### src/include/acc_pkg.sv
package acc_pkg;

	// ****************************************
	// Register indices and address width
	// ****************************************
	localparam logic [5:0] ACC_IDX_CTRL0 = 6'h14;
	localparam logic [5:0] ACC_IDX_CTRL1 = 6'h15;
	localparam logic [5:0] ACC_IDX_RES_HI = 6'h16;
	localparam logic [5:0] ACC_IDX_RES_LO = 6'h17;
	localparam logic [5:0] ACC_IDX_IRQ_STAT = 6'h18;
	localparam logic [5:0] ACC_IDX_IRQ_CLR = 6'h19;
	localparam logic [5:0] ACC_IDX_IRQ_EN = 6'h1A;
	localparam int unsigned ACC_ADDR_W = 8;

	// ****************************************
	// Field positions, masks and reset values
	// ****************************************
	localparam int unsigned ACC_RES_W = 10;
	localparam int unsigned ACC_NUM_IN = 16;
	localparam logic [7:0] ACC_CTRL0_RST = 8'h00;
	localparam logic [7:0] ACC_CTRL1_RST = 8'h00;
	localparam logic [7:0] ACC_CTRL0_RMASK = 8'hF5;
	localparam logic [7:0] ACC_CTRL1_RMASK = 8'hEF;
	localparam logic [7:0] ACC_IRQ_RMASK = 8'h01;
	localparam int unsigned ACC_IRQ_DONE_BIT = 0;
	localparam logic [1:0] ACC_CLK_DIV8 = 2'h0;
	localparam logic [1:0] ACC_CLK_DIV32 = 2'h1;
	localparam logic [1:0] ACC_CLK_DIV64 = 2'h2;
	localparam logic [1:0] ACC_CLK_RC = 2'h3;
	localparam logic [2:0] ACC_PCFG_ALL_DIG = 3'h7;
	localparam logic [1:0] ACC_RESP_OKAY = 2'h0;
	localparam logic [1:0] ACC_RESP_SLVERR = 2'h2;

	// ****************************************
	// Cycle counts
	// ****************************************
	localparam logic [5:0] ACC_TC_DIV8 = 6'h07;
	localparam logic [5:0] ACC_TC_DIV32 = 6'h1F;
	localparam logic [5:0] ACC_TC_DIV64 = 6'h3F;
	localparam logic [3:0] ACC_SAMPLE_TICKS = 4'h2;

	// ****************************************
	// Types
	// ****************************************
	typedef struct packed {
		logic [3:0] channel_select;
		logic unused3;
		logic go;
		logic unused1;
		logic converter_power;
	} acc_ctrl0_t;

	typedef struct packed {
		logic [1:0] conversion_clock_select;
		logic result_format;
		logic unused4;
		logic [2:0] port_config;
		logic reference_select;
	} acc_ctrl1_t;

	typedef struct packed {
		logic [3:0] channel_select;
		logic converter_power;
		logic reference_select;
		logic [ACC_NUM_IN-1:0] analog_mask;
		logic sample;
		logic [ACC_RES_W-1:0] dac_code;
	} acc_ana_out_t;

	typedef enum logic [1:0] {
		ACC_SAR_IDLE,
		ACC_SAR_SAMPLE,
		ACC_SAR_CONV
	} acc_sar_state_t;

endpackage : acc_pkg

### src/core/acc_sar.sv
`timescale 1ns/1ps
`default_nettype none
module acc_sar
	import acc_pkg::*;
(
	input wire logic sys_clk_in,
	input wire logic nrst_in,
	input wire logic tick_in,
	input wire logic start_in,
	input wire logic abort_in,
	input wire logic comp_in,
	output logic sample_out,
	output logic [ACC_RES_W-1:0] code_out,
	output logic done_out
);

	typedef struct packed {
		acc_sar_state_t state;
		logic [3:0] cnt;
		logic [3:0] bitpos;
		logic [ACC_RES_W-1:0] code;
		logic done;
	} acc_sar_st_t;

	acc_sar_st_t st_r;
	acc_sar_st_t st_nxt;

	always_comb begin
		st_nxt = st_r;
		st_nxt.done = 1'b0;
		unique case (st_r.state)
			ACC_SAR_IDLE: begin
				if (start_in && !abort_in) begin
					st_nxt.state = ACC_SAR_SAMPLE;
					st_nxt.cnt = ACC_SAMPLE_TICKS - 4'h1;
				end
			end
			ACC_SAR_SAMPLE: begin
				if (tick_in) begin
					if (st_r.cnt == 4'h0) begin
						st_nxt.state = ACC_SAR_CONV;
						st_nxt.bitpos = 4'(ACC_RES_W - 1);
						st_nxt.code = {1'b1, {(ACC_RES_W-1){1'b0}}};
					end else begin
						st_nxt.cnt = st_r.cnt - 4'h1;
					end
				end
			end
			ACC_SAR_CONV: begin
				if (tick_in) begin
					// Keep trial bit only if input at or above DAC level
					if (!comp_in) begin
						st_nxt.code[st_r.bitpos] = 1'b0;
					end
					if (st_r.bitpos == 4'h0) begin
						st_nxt.state = ACC_SAR_IDLE;
						st_nxt.done = 1'b1;
					end else begin
						st_nxt.bitpos = st_r.bitpos - 4'h1;
						st_nxt.code[st_r.bitpos - 4'h1] = 1'b1;
					end
				end
			end
			default: begin
				st_nxt.state = ACC_SAR_IDLE;
			end
		endcase
		if (abort_in) begin
			st_nxt.state = ACC_SAR_IDLE;
			st_nxt.done = 1'b0;
		end
	end

	always_ff @(posedge sys_clk_in or negedge nrst_in) begin
		if (!nrst_in) begin
			st_r <= '{state: ACC_SAR_IDLE, cnt: 4'h0, bitpos: 4'h0, code: '0, done: 1'b0};
		end else begin
			st_r <= st_nxt;
		end
	end

	assign sample_out = (st_r.state == ACC_SAR_SAMPLE);
	assign code_out = st_r.code;
	assign done_out = st_r.done;

endmodule : acc_sar
`default_nettype wire

### src/core/acc_top.sv
// How it works
// Each conversion yields a 10-bit value
// Result built by successive approximation
// Two result and two control registers
// Channel field bits 7-4 selects input
// Go bit starts conversion, hardware clears it
// Power bit runs converter, clear shuts off
// Unused control bits read as zero
// Clock field picks Fosc/8, /32, /64, RC
// Format set: right justified, high zeros
// Format clear: left justified, low zeros
// Reference bit picks external pins or rails
// Port config 000x all analog, 111x digital
// Code k makes top k per group digital
// Sleep conversion only with RC clock
// Results load when go bit clears
// Go without power starts nothing
`timescale 1ns/1ps
`default_nettype none
module acc_top
	import acc_pkg::*;
#(
	parameter int unsigned NUM_IN = ACC_NUM_IN
) (
	input wire logic sys_clk_in,
	input wire logic nrst_in,
	input wire logic [ACC_ADDR_W-1:0] s_axi_awaddr_in,
	input wire logic s_axi_awvalid_in,
	output logic s_axi_awready_out,
	input wire logic [31:0] s_axi_wdata_in,
	input wire logic [3:0] s_axi_wstrb_in,
	input wire logic s_axi_wvalid_in,
	output logic s_axi_wready_out,
	output logic [1:0] s_axi_bresp_out,
	output logic s_axi_bvalid_out,
	input wire logic s_axi_bready_in,
	input wire logic [ACC_ADDR_W-1:0] s_axi_araddr_in,
	input wire logic s_axi_arvalid_in,
	output logic s_axi_arready_out,
	output logic [31:0] s_axi_rdata_out,
	output logic [1:0] s_axi_rresp_out,
	output logic s_axi_rvalid_out,
	input wire logic s_axi_rready_in,
	input wire logic sleep_in,
	input wire logic rc_tick_in,
	input wire logic comp_in,
	output acc_ana_out_t ana_out,
	output logic irq_out
);

	// ****************************************
	// Helpers
	// ****************************************
	function automatic logic [ACC_NUM_IN-1:0] acc_analog_mask(input logic [2:0] pcfg);
		logic [ACC_NUM_IN-1:0] m;
		m = '0;
		for (int i = 0; i < ACC_NUM_IN; i++) begin
			// Top pcfg pins of each group of eight turn digital
			m[i] = ((i % 8) < (8 - int'(pcfg)));
			// Inputs missing on a smaller variant drop out of the mask; only its reset value shows them as analog
			if (i >= int'(NUM_IN)) begin
				m[i] = 1'b0;
			end
		end
		if (pcfg == ACC_PCFG_ALL_DIG) begin
			m = '0;
		end
		return m;
	endfunction : acc_analog_mask

	function automatic logic [5:0] acc_word(input logic [ACC_ADDR_W-1:0] addr);
		return addr[7:2];
	endfunction : acc_word

	// Same index set decides write response and read response
	function automatic logic acc_mapped(input logic [5:0] idx);
		return idx inside {ACC_IDX_CTRL0, ACC_IDX_CTRL1, ACC_IDX_RES_HI, ACC_IDX_RES_LO,
			ACC_IDX_IRQ_STAT, ACC_IDX_IRQ_CLR, ACC_IDX_IRQ_EN};
	endfunction : acc_mapped

	// ****************************************
	// State
	// ****************************************
	typedef struct packed {
		acc_ctrl0_t ctrl0;
		acc_ctrl1_t ctrl1;
		logic [7:0] res_hi;
		logic [7:0] res_lo;
		logic [7:0] irq_stat;
		logic [7:0] irq_en;
		logic [5:0] div_cnt;
		logic tick;
		logic aw_held;
		logic [ACC_ADDR_W-1:0] aw_addr;
		logic w_held;
		logic [31:0] w_data;
		logic [3:0] w_strb;
		logic awready;
		logic wready;
		logic bvalid;
		logic [1:0] bresp;
		logic arready;
		logic rvalid;
		logic [31:0] rdata;
		logic [1:0] rresp;
		acc_ana_out_t ana;
		logic irq;
	} acc_st_t;

	acc_st_t st_r;
	acc_st_t st_nxt;

	logic sar_sample;
	logic [ACC_RES_W-1:0] sar_code;
	logic sar_done;
	logic sar_start;
	logic sar_abort;

	// ****************************************
	// Conversion engine
	// ****************************************
	acc_sar u_sar (
		.sys_clk_in(sys_clk_in),
		.nrst_in(nrst_in),
		.tick_in(st_r.tick),
		.start_in(sar_start),
		.abort_in(sar_abort),
		.comp_in(comp_in),
		.sample_out(sar_sample),
		.code_out(sar_code),
		.done_out(sar_done)
	);

	// ****************************************
	// Next state
	// ****************************************
	always_comb begin
		logic [5:0] tc;
		logic do_write;
		logic [5:0] widx;
		logic [7:0] wbyte;
		logic wr_en;
		logic [5:0] ridx;
		logic [7:0] rbyte;
		logic rhit;
		logic [7:0] irq_clr;
		logic [7:0] irq_evt;
		logic [15:0] just;
		acc_ctrl0_t c0w;

		tc = ACC_TC_DIV8;
		do_write = 1'b0;
		widx = '0;
		wbyte = '0;
		wr_en = 1'b0;
		ridx = '0;
		rbyte = '0;
		rhit = 1'b0;
		irq_clr = '0;
		irq_evt = '0;
		just = '0;
		c0w = '0;
		st_nxt = st_r;
		sar_start = 1'b0;
		sar_abort = 1'b0;

		// Conversion clock divider
		unique case (st_r.ctrl1.conversion_clock_select)
			ACC_CLK_DIV8: tc = ACC_TC_DIV8;
			ACC_CLK_DIV32: tc = ACC_TC_DIV32;
			ACC_CLK_DIV64: tc = ACC_TC_DIV64;
			ACC_CLK_RC: tc = ACC_TC_DIV8;
		endcase
		if (st_r.div_cnt >= tc) begin
			st_nxt.div_cnt = '0;
		end else begin
			st_nxt.div_cnt = st_r.div_cnt + 6'h01;
		end
		// Internal RC source keeps running in sleep
		if (st_r.ctrl1.conversion_clock_select == ACC_CLK_RC) begin
			// Comparator sees the trial code a cycle late, so no back-to-back ticks
			st_nxt.tick = rc_tick_in && !st_r.tick;
		end else begin
			// Oscillator stops in sleep, so divided clock freezes
			st_nxt.tick = (st_r.div_cnt >= tc) && !sleep_in;
		end

		// AXI write channels
		// One write in flight: both halves parked until the response is taken
		if (s_axi_awvalid_in && st_r.awready) begin
			st_nxt.aw_held = 1'b1;
			st_nxt.aw_addr = s_axi_awaddr_in;
			st_nxt.awready = 1'b0;
		end
		if (s_axi_wvalid_in && st_r.wready) begin
			st_nxt.w_held = 1'b1;
			st_nxt.w_data = s_axi_wdata_in;
			st_nxt.w_strb = s_axi_wstrb_in;
			st_nxt.wready = 1'b0;
		end
		if (st_r.aw_held && st_r.w_held && !st_r.bvalid) begin
			do_write = 1'b1;
			widx = acc_word(st_r.aw_addr);
			wbyte = st_r.w_data[7:0];
			wr_en = st_r.w_strb[0];
			st_nxt.aw_held = 1'b0;
			st_nxt.w_held = 1'b0;
			st_nxt.bvalid = 1'b1;
			st_nxt.bresp = ACC_RESP_OKAY;
			if (!acc_mapped(widx)) begin
				st_nxt.bresp = ACC_RESP_SLVERR;
			end
		end
		if (st_r.bvalid && s_axi_bready_in) begin
			st_nxt.bvalid = 1'b0;
			st_nxt.awready = 1'b1;
			st_nxt.wready = 1'b1;
		end

		// Register writes
		if (do_write && wr_en) begin
			unique case (widx)
				ACC_IDX_CTRL0: begin
					c0w = acc_ctrl0_t'(wbyte);
					st_nxt.ctrl0.channel_select = c0w.channel_select;
					st_nxt.ctrl0.converter_power = c0w.converter_power;
					// Go only accepted with power on; writing zero ignored
					if (c0w.go && c0w.converter_power && !st_r.ctrl0.go) begin
						st_nxt.ctrl0.go = 1'b1;
						sar_start = 1'b1;
					end
				end
				ACC_IDX_CTRL1: begin
					st_nxt.ctrl1 = acc_ctrl1_t'(wbyte & ACC_CTRL1_RMASK);
				end
				ACC_IDX_RES_HI, ACC_IDX_RES_LO, ACC_IDX_IRQ_STAT: begin
					// Read-only: the write is answered but has no effect
				end
				ACC_IDX_IRQ_CLR: begin
					irq_clr = wbyte;
				end
				ACC_IDX_IRQ_EN: begin
					st_nxt.irq_en = wbyte & ACC_IRQ_RMASK;
				end
				default: begin
				end
			endcase
		end

		// Power off kills a running conversion
		if (!st_nxt.ctrl0.converter_power) begin
			st_nxt.ctrl0.go = 1'b0;
			sar_abort = 1'b1;
		end

		// Completion: results and go bit change together
		// Done counts only while go is up, so an aborted run keeps old results
		if (sar_done && st_r.ctrl0.go) begin
			st_nxt.ctrl0.go = 1'b0;
			if (st_r.ctrl1.result_format) begin
				just = {6'h00, sar_code};
			end else begin
				just = {sar_code, 6'h00};
			end
			st_nxt.res_hi = just[15:8];
			st_nxt.res_lo = just[7:0];
			irq_evt[ACC_IRQ_DONE_BIT] = 1'b1;
		end

		// Sticky status, set beats clear
		st_nxt.irq_stat = ((st_r.irq_stat & ~irq_clr) | irq_evt) & ACC_IRQ_RMASK;
		st_nxt.irq = |(st_nxt.irq_stat & st_nxt.irq_en);

		// AXI read channel
		if (s_axi_arvalid_in && st_r.arready) begin
			// Data captured at the take and held until rready
			ridx = acc_word(s_axi_araddr_in);
			rhit = acc_mapped(ridx);
			unique case (ridx)
				ACC_IDX_CTRL0: rbyte = st_r.ctrl0 & ACC_CTRL0_RMASK;
				ACC_IDX_CTRL1: rbyte = st_r.ctrl1 & ACC_CTRL1_RMASK;
				ACC_IDX_RES_HI: rbyte = st_r.res_hi;
				ACC_IDX_RES_LO: rbyte = st_r.res_lo;
				ACC_IDX_IRQ_STAT: rbyte = st_r.irq_stat;
				// Clear register is write-only
				ACC_IDX_IRQ_CLR: rbyte = 8'h00;
				ACC_IDX_IRQ_EN: rbyte = st_r.irq_en;
				default: rbyte = 8'h00;
			endcase
			st_nxt.arready = 1'b0;
			st_nxt.rvalid = 1'b1;
			st_nxt.rdata = {24'h000000, rbyte};
			st_nxt.rresp = rhit ? ACC_RESP_OKAY : ACC_RESP_SLVERR;
		end
		if (st_r.rvalid && s_axi_rready_in) begin
			st_nxt.rvalid = 1'b0;
			st_nxt.arready = 1'b1;
		end

		// Analog side
		// Pin controls follow the registers on the same edge
		st_nxt.ana.channel_select = st_nxt.ctrl0.channel_select;
		st_nxt.ana.converter_power = st_nxt.ctrl0.converter_power;
		st_nxt.ana.reference_select = st_nxt.ctrl1.reference_select;
		st_nxt.ana.analog_mask = acc_analog_mask(st_nxt.ctrl1.port_config);
		st_nxt.ana.sample = sar_sample;
		st_nxt.ana.dac_code = sar_code;
	end

	// ****************************************
	// Registers
	// ****************************************
	always_ff @(posedge sys_clk_in or negedge nrst_in) begin
		if (!nrst_in) begin
			st_r <= '0;
			st_r.ctrl0 <= acc_ctrl0_t'(ACC_CTRL0_RST);
			st_r.ctrl1 <= acc_ctrl1_t'(ACC_CTRL1_RST);
			st_r.awready <= 1'b1;
			st_r.wready <= 1'b1;
			st_r.arready <= 1'b1;
			// Config zero after reset: every pin analog
			st_r.ana.analog_mask <= {ACC_NUM_IN{1'b1}};
		end else begin
			st_r <= st_nxt;
		end
	end

	// ****************************************
	// Outputs
	// ****************************************
	assign s_axi_awready_out = st_r.awready;
	assign s_axi_wready_out = st_r.wready;
	assign s_axi_bvalid_out = st_r.bvalid;
	assign s_axi_bresp_out = st_r.bresp;
	assign s_axi_arready_out = st_r.arready;
	assign s_axi_rvalid_out = st_r.rvalid;
	assign s_axi_rdata_out = st_r.rdata;
	assign s_axi_rresp_out = st_r.rresp;
	assign ana_out = st_r.ana;
	assign irq_out = st_r.irq;

endmodule : acc_top
`default_nettype wire

### config.mk
export PLATFORM = sky130hd
export DESIGN_NAME = acc_top
export DESIGN_NICKNAME = d
export VERILOG_FILES = /design/src/include/acc_pkg.sv /design/src/core/acc_sar.sv /design/src/core/acc_top.sv
export SDC_FILE = /design/constraint.sdc
export NUM_CORES = 1
export LEC_CHECK = 0
export BUFFER_PORTS_ARGS = -buffer_cell sky130_fd_sc_hd__clkbuf_2
export CAP_MARGIN = 20
export CORE_MARGIN = 5
export CORE_UTILIZATION = 54
export CTS_CLUSTER_SIZE = 20
export DETAILED_ROUTE_END_ITERATION = 6
export HOLD_SLACK_MARGIN = 0.03
export PLACE_DENSITY = 0.78
export SKIP_LAST_GASP = 1
export SLEW_MARGIN = 20
export SYNTH_ARGS = -nofsm -noshare
export SYNTH_HDL_FRONTEND = slang
export SYNTH_SLANG_ARGS = --single-unit
### constraint.sdc
create_clock -name sys_clk_in -period 3.2 [get_ports sys_clk_in]
set_input_delay 0.48 -clock sys_clk_in [delete_from_list [all_inputs] [get_ports sys_clk_in]]
set_output_delay 0.48 -clock sys_clk_in [all_outputs]
set_load 0.005 [all_outputs]
==> flow_summary_export.csv <==
group,metric,value,unit
run_status,status,"completed",
yosys,syn_avg_cell_area,10.6,sq um
clock_network,cts_tree,"yes",
place,finalWeightedCongestion,0.871,
yosys,netlist_top_cells_area,"dfrtp_1, buf_4, dfstp_2",
clock_network,holdBufCountCts,0,
clock_network,cts_made_buffers,9,
route,wl,10.7,mm
setup_path,endpoint,"ana_out[24]$_DFF_PN1_",
sta,setup_viol_count_final,0,
yosys,ys_seq_area_share,50.9,%
clock_network,htree_levels,3,
clock_network,post_cts_buffers,0,
sta,fin_setup_tns,0,ps
setup_path,cp-end-kind,"register",
route,drt_iter0_markers,203,
die,row_count,36,
setup_path,crit_path_start,"st_r[115]$_DFFE_PN0P_",
place,place_hpwl,7.87,mm
route,drc,0,
yosys,synth-compound-area-share,11.9,%
die,core,0.00986,sq mm
pwr,clkPwrFrac,26.4,%
die,die_h,111,microns
yosys,synth_xor_area_share,0.957,%
clock_network,path_clk_slew,110,ps
clock_network,clock-root-buffer,"clkbuf_8",
setup_path,r2r-start,"st_r[115]$_DFFE_PN0P_",
yosys,synth_edf_count,0,
sta,finalHoldViolCount,0,
clock_network,post_cts_resized,0,
route,dr.pass1.iters,4,
global_route,overflow,0,
yosys,ys_ff_latch,111,
route,vias,3706,
yosys,synth.distinct_cells,61,
final_layout,areaGrowthSynthToFinish,5.95,%
die,die_x,111,microns
global_route,grt_antenna_before_repair,0,
yosys,synthArstFlopShare,100,%
pwr,vdd_drop_max,0.351,mV
sta,fmax,385,MHz
setup_path,worstSetupStartpointType,"register",
final_layout,antennaDiodeCount,0,
yosys,synth_area,0.00549,sq mm
pwr,combPwrFrac,20.3,%
global_route,grt_max_degree,57,
final_layout,final_nets,621,
final_layout,drive_gt1_share,26.3,%
run,drv_cap,0,
route,vias_per_cell,5.39,
clock_network,clock_sinks,111,
final_layout,final_util,59.0,%
yosys,synthMuxAreaShare,8.05,%
yosys,synth_simple_gate_area_share,14.0,%
route,wire_per_inst,15.5,microns
clock_network,cts-root-to-sink-buffers,2,
yosys,synth_top_area_share,45.6,%
global_route,track_usage,17.9,%
sta,rsz0062_at_grt,"no",
global_route,grt_first_pass_wirelength,18.1,mm
yosys,yosys_warnings,0,
sta,fin_crit,2590,ps
setup_path,reg2reg_to,"ana_out[24]$_DFF_PN1_",
pwr,p_leak,2.69,nW
pwr,p_sw,1.06,mW
min_path,min_path_type,"primary input to asynchronous set/reset pin",
global_route,grt_pass1_vias,3722,
setup_path,worst_r2r_path_depth,6,
yosys,synthAdderAreaFrac,2.05,%
setup_path,r2r_setup_slack,610,ps
yosys,syn_inst,518,
die,boundaryPins,137,
pwr,power_density,593,mW/mm^2
pwr,p_int,2.39,mW
yosys,synth_top_cell_by_area,"dfrtp_1",
sta,slew_violations,0,
sta,tightest_slew,866,ps
pwr,switching_share,30.8,%
clock_network,insertion_delay,370,ps
pwr,power_frac_seq,53.3,%
yosys,synth_ff_type,"dfrtp_1",
setup_path,crit_required,3520,ps
yosys,synth_top_family_by_area,"simple AND/OR/NAND/NOR gates",
route,ant_nets,0,
sta,whs,151,ps
setup_path,path_class,"register to register",
die,die_area,0.0123,sq mm
sta,relSlewSlack,42.1,%
die,start_util,55.6,%
place,io_buffers,79,
sta,skew,11.1,ps
setup_path,crit_fanout,8,
setup_path,crit_arrival,2920,ps
sta,period_share,81.1,%
worst max-delay path: stages (launching register included):
cell and delay, ps:
dfrtp_1 440, and4bb_2 360, and3_1 350, mux2_2 430
ha_1 230, o311ai_0 470, a311o_1 260
placed cells by master, fill, tap and decap left out, types with 4 or more instances in the layout:
master / synthesis / layout
dfrtp_1: 100 / 100
clkbuf_2: 0 / 78
nand2_1: 61 / 61
o21ai_0: 40 / 40
conb_1: 1 / 26
mux2_2: 23 / 23
nor2_1: 20 / 20
inv_1: 18 / 18
a21oi_1: 15 / 15
nand2b_1: 13 / 13
dfstp_2: 11 / 11
clkbuf_8: 0 / 10
nor3_1: 9 / 9
ha_1: 9 / 9
mux2i_1: 7 / 7
nand3_1: 6 / 6
nor4_1: 6 / 6
o31ai_1: 6 / 6
a22oi_1: 5 / 5
mux4_2: 5 / 5
a31oi_1: 5 / 5
xor2_1: 4 / 4
nor2b_1: 4 / 4
a32o_1: 4 / 4
a22o_1: 4 / 4
power groups by stage:
| stage | clock, mW | combinational (mW) | sequential, mW |
|---|---|---|---|
| detailed placement | 0 | 0.705 | 1.86 |
| global route | 0.992 | 0.788 | 1.87 |
| floorplan | 0 | 0.596 | 1.79 |
| finish | 0.911 | 0.701 | 1.84 |
| global placement | 0 | 0.678 | 1.85 |
| CTS | 0.923 | 0.712 | 1.84 |
synthesized netlist by cell type, types with 4 or more instances:
cell / n
o21ai_0: 40
a22oi_1: 5
a31oi_1: 5
mux2i_1: 7
nor2_1: 20
nand3_1: 6
inv_1: 18
o31ai_1: 6
nand2b_1: 13
buf_2: 4
mux4_2: 5
nor3_1: 9
nor4_1: 6
clkbuf_1: 12
a32o_1: 4
a21oi_1: 15
nand2_1: 61
a22o_1: 4
xor2_1: 4
dfstp_2: 11
mux2_2: 23
nor2b_1: 4
dfrtp_1: 100
ha_1: 9
buf_4: 70
metal layers:
metal	share of wire [%]	track usage, %
met5	0	0
met4	1.4	5.50
met3	5.8	4.15
met1	44	23.7
met2	49	29.3
state kept, by name, indices dropped and copies added (netlist names):
name / count
s_axi_rresp_out: 1
u_sar.done_out: 1
s_axi_awready_out: 1
st_r: 49
s_axi_bresp_out: 1
ana_out: 25
s_axi_rdata_out: 8
s_axi_bvalid_out: 1
u_sar.st_r: 10
s_axi_rvalid_out: 1
irq_out: 1
s_axi_arready_out: 1
s_axi_wready_out: 1
u_sar.code_out: 10
cell type report:
| cell class | count | area [sq um] |
|---|---|---|
| clock buffer | 10 | 138 |
| clock inverter | 6 | 86.3 |
| fill | 811 | 4050 |
| inverter | 19 | 71.3 |
| multi-input combinational | 327 | 2130 |
| sequential | 111 | 2790 |
| tap | 133 | 166 |
| timing repair buffer | 82 | 433 |
how the worst min path moves through the flow:
| stage | start | to | slack, ps | cells past startpoint |
|---|---|---|---|---|
| after floorplan | nrst_in | ana_out[0]$_DFF_PN0_ | 180 | 0 |
| after global placement | st_r[122]$_DFF_PN0_ | st_r[122]$_DFF_PN0_ | 450 | 1 |
| after detailed placement | u_sar.code_out[7]$_DFFE_PN0P_ | ana_out[7]$_DFF_PN0_ | 460 | 0 |
| after CTS | nrst_in | ana_out[10]$_DFF_PN0_ | 180 | 1 |
| after global routing | nrst_in | st_r[114]$_DFFE_PN0P_ | 210 | 1 |
| final | nrst_in | u_sar.st_r[12]$_DFFE_PN0P_ | 150 | 1 |
cell families after synthesis:
group,count (synthesis)
compound gates,102
mux,35
buf+inv,105
simple gates,149
other cells,1
fa+ha+maj,9
xor+xnor,6
flops,111
per-stage QoR:
step                      cell area (sq um)  worst slack (ps)  total power [mW]  std cells
after floorplan                        5580               990              2.39        543
after global placement                 5590               806              2.52        672
after detailed placement               5590               727              2.57        672
after CTS                              5820               630              3.47        688
after global routing                   5820               440              3.65        688
final                                  5820               605              3.45        688
Power figures use the tool's default switching activity.
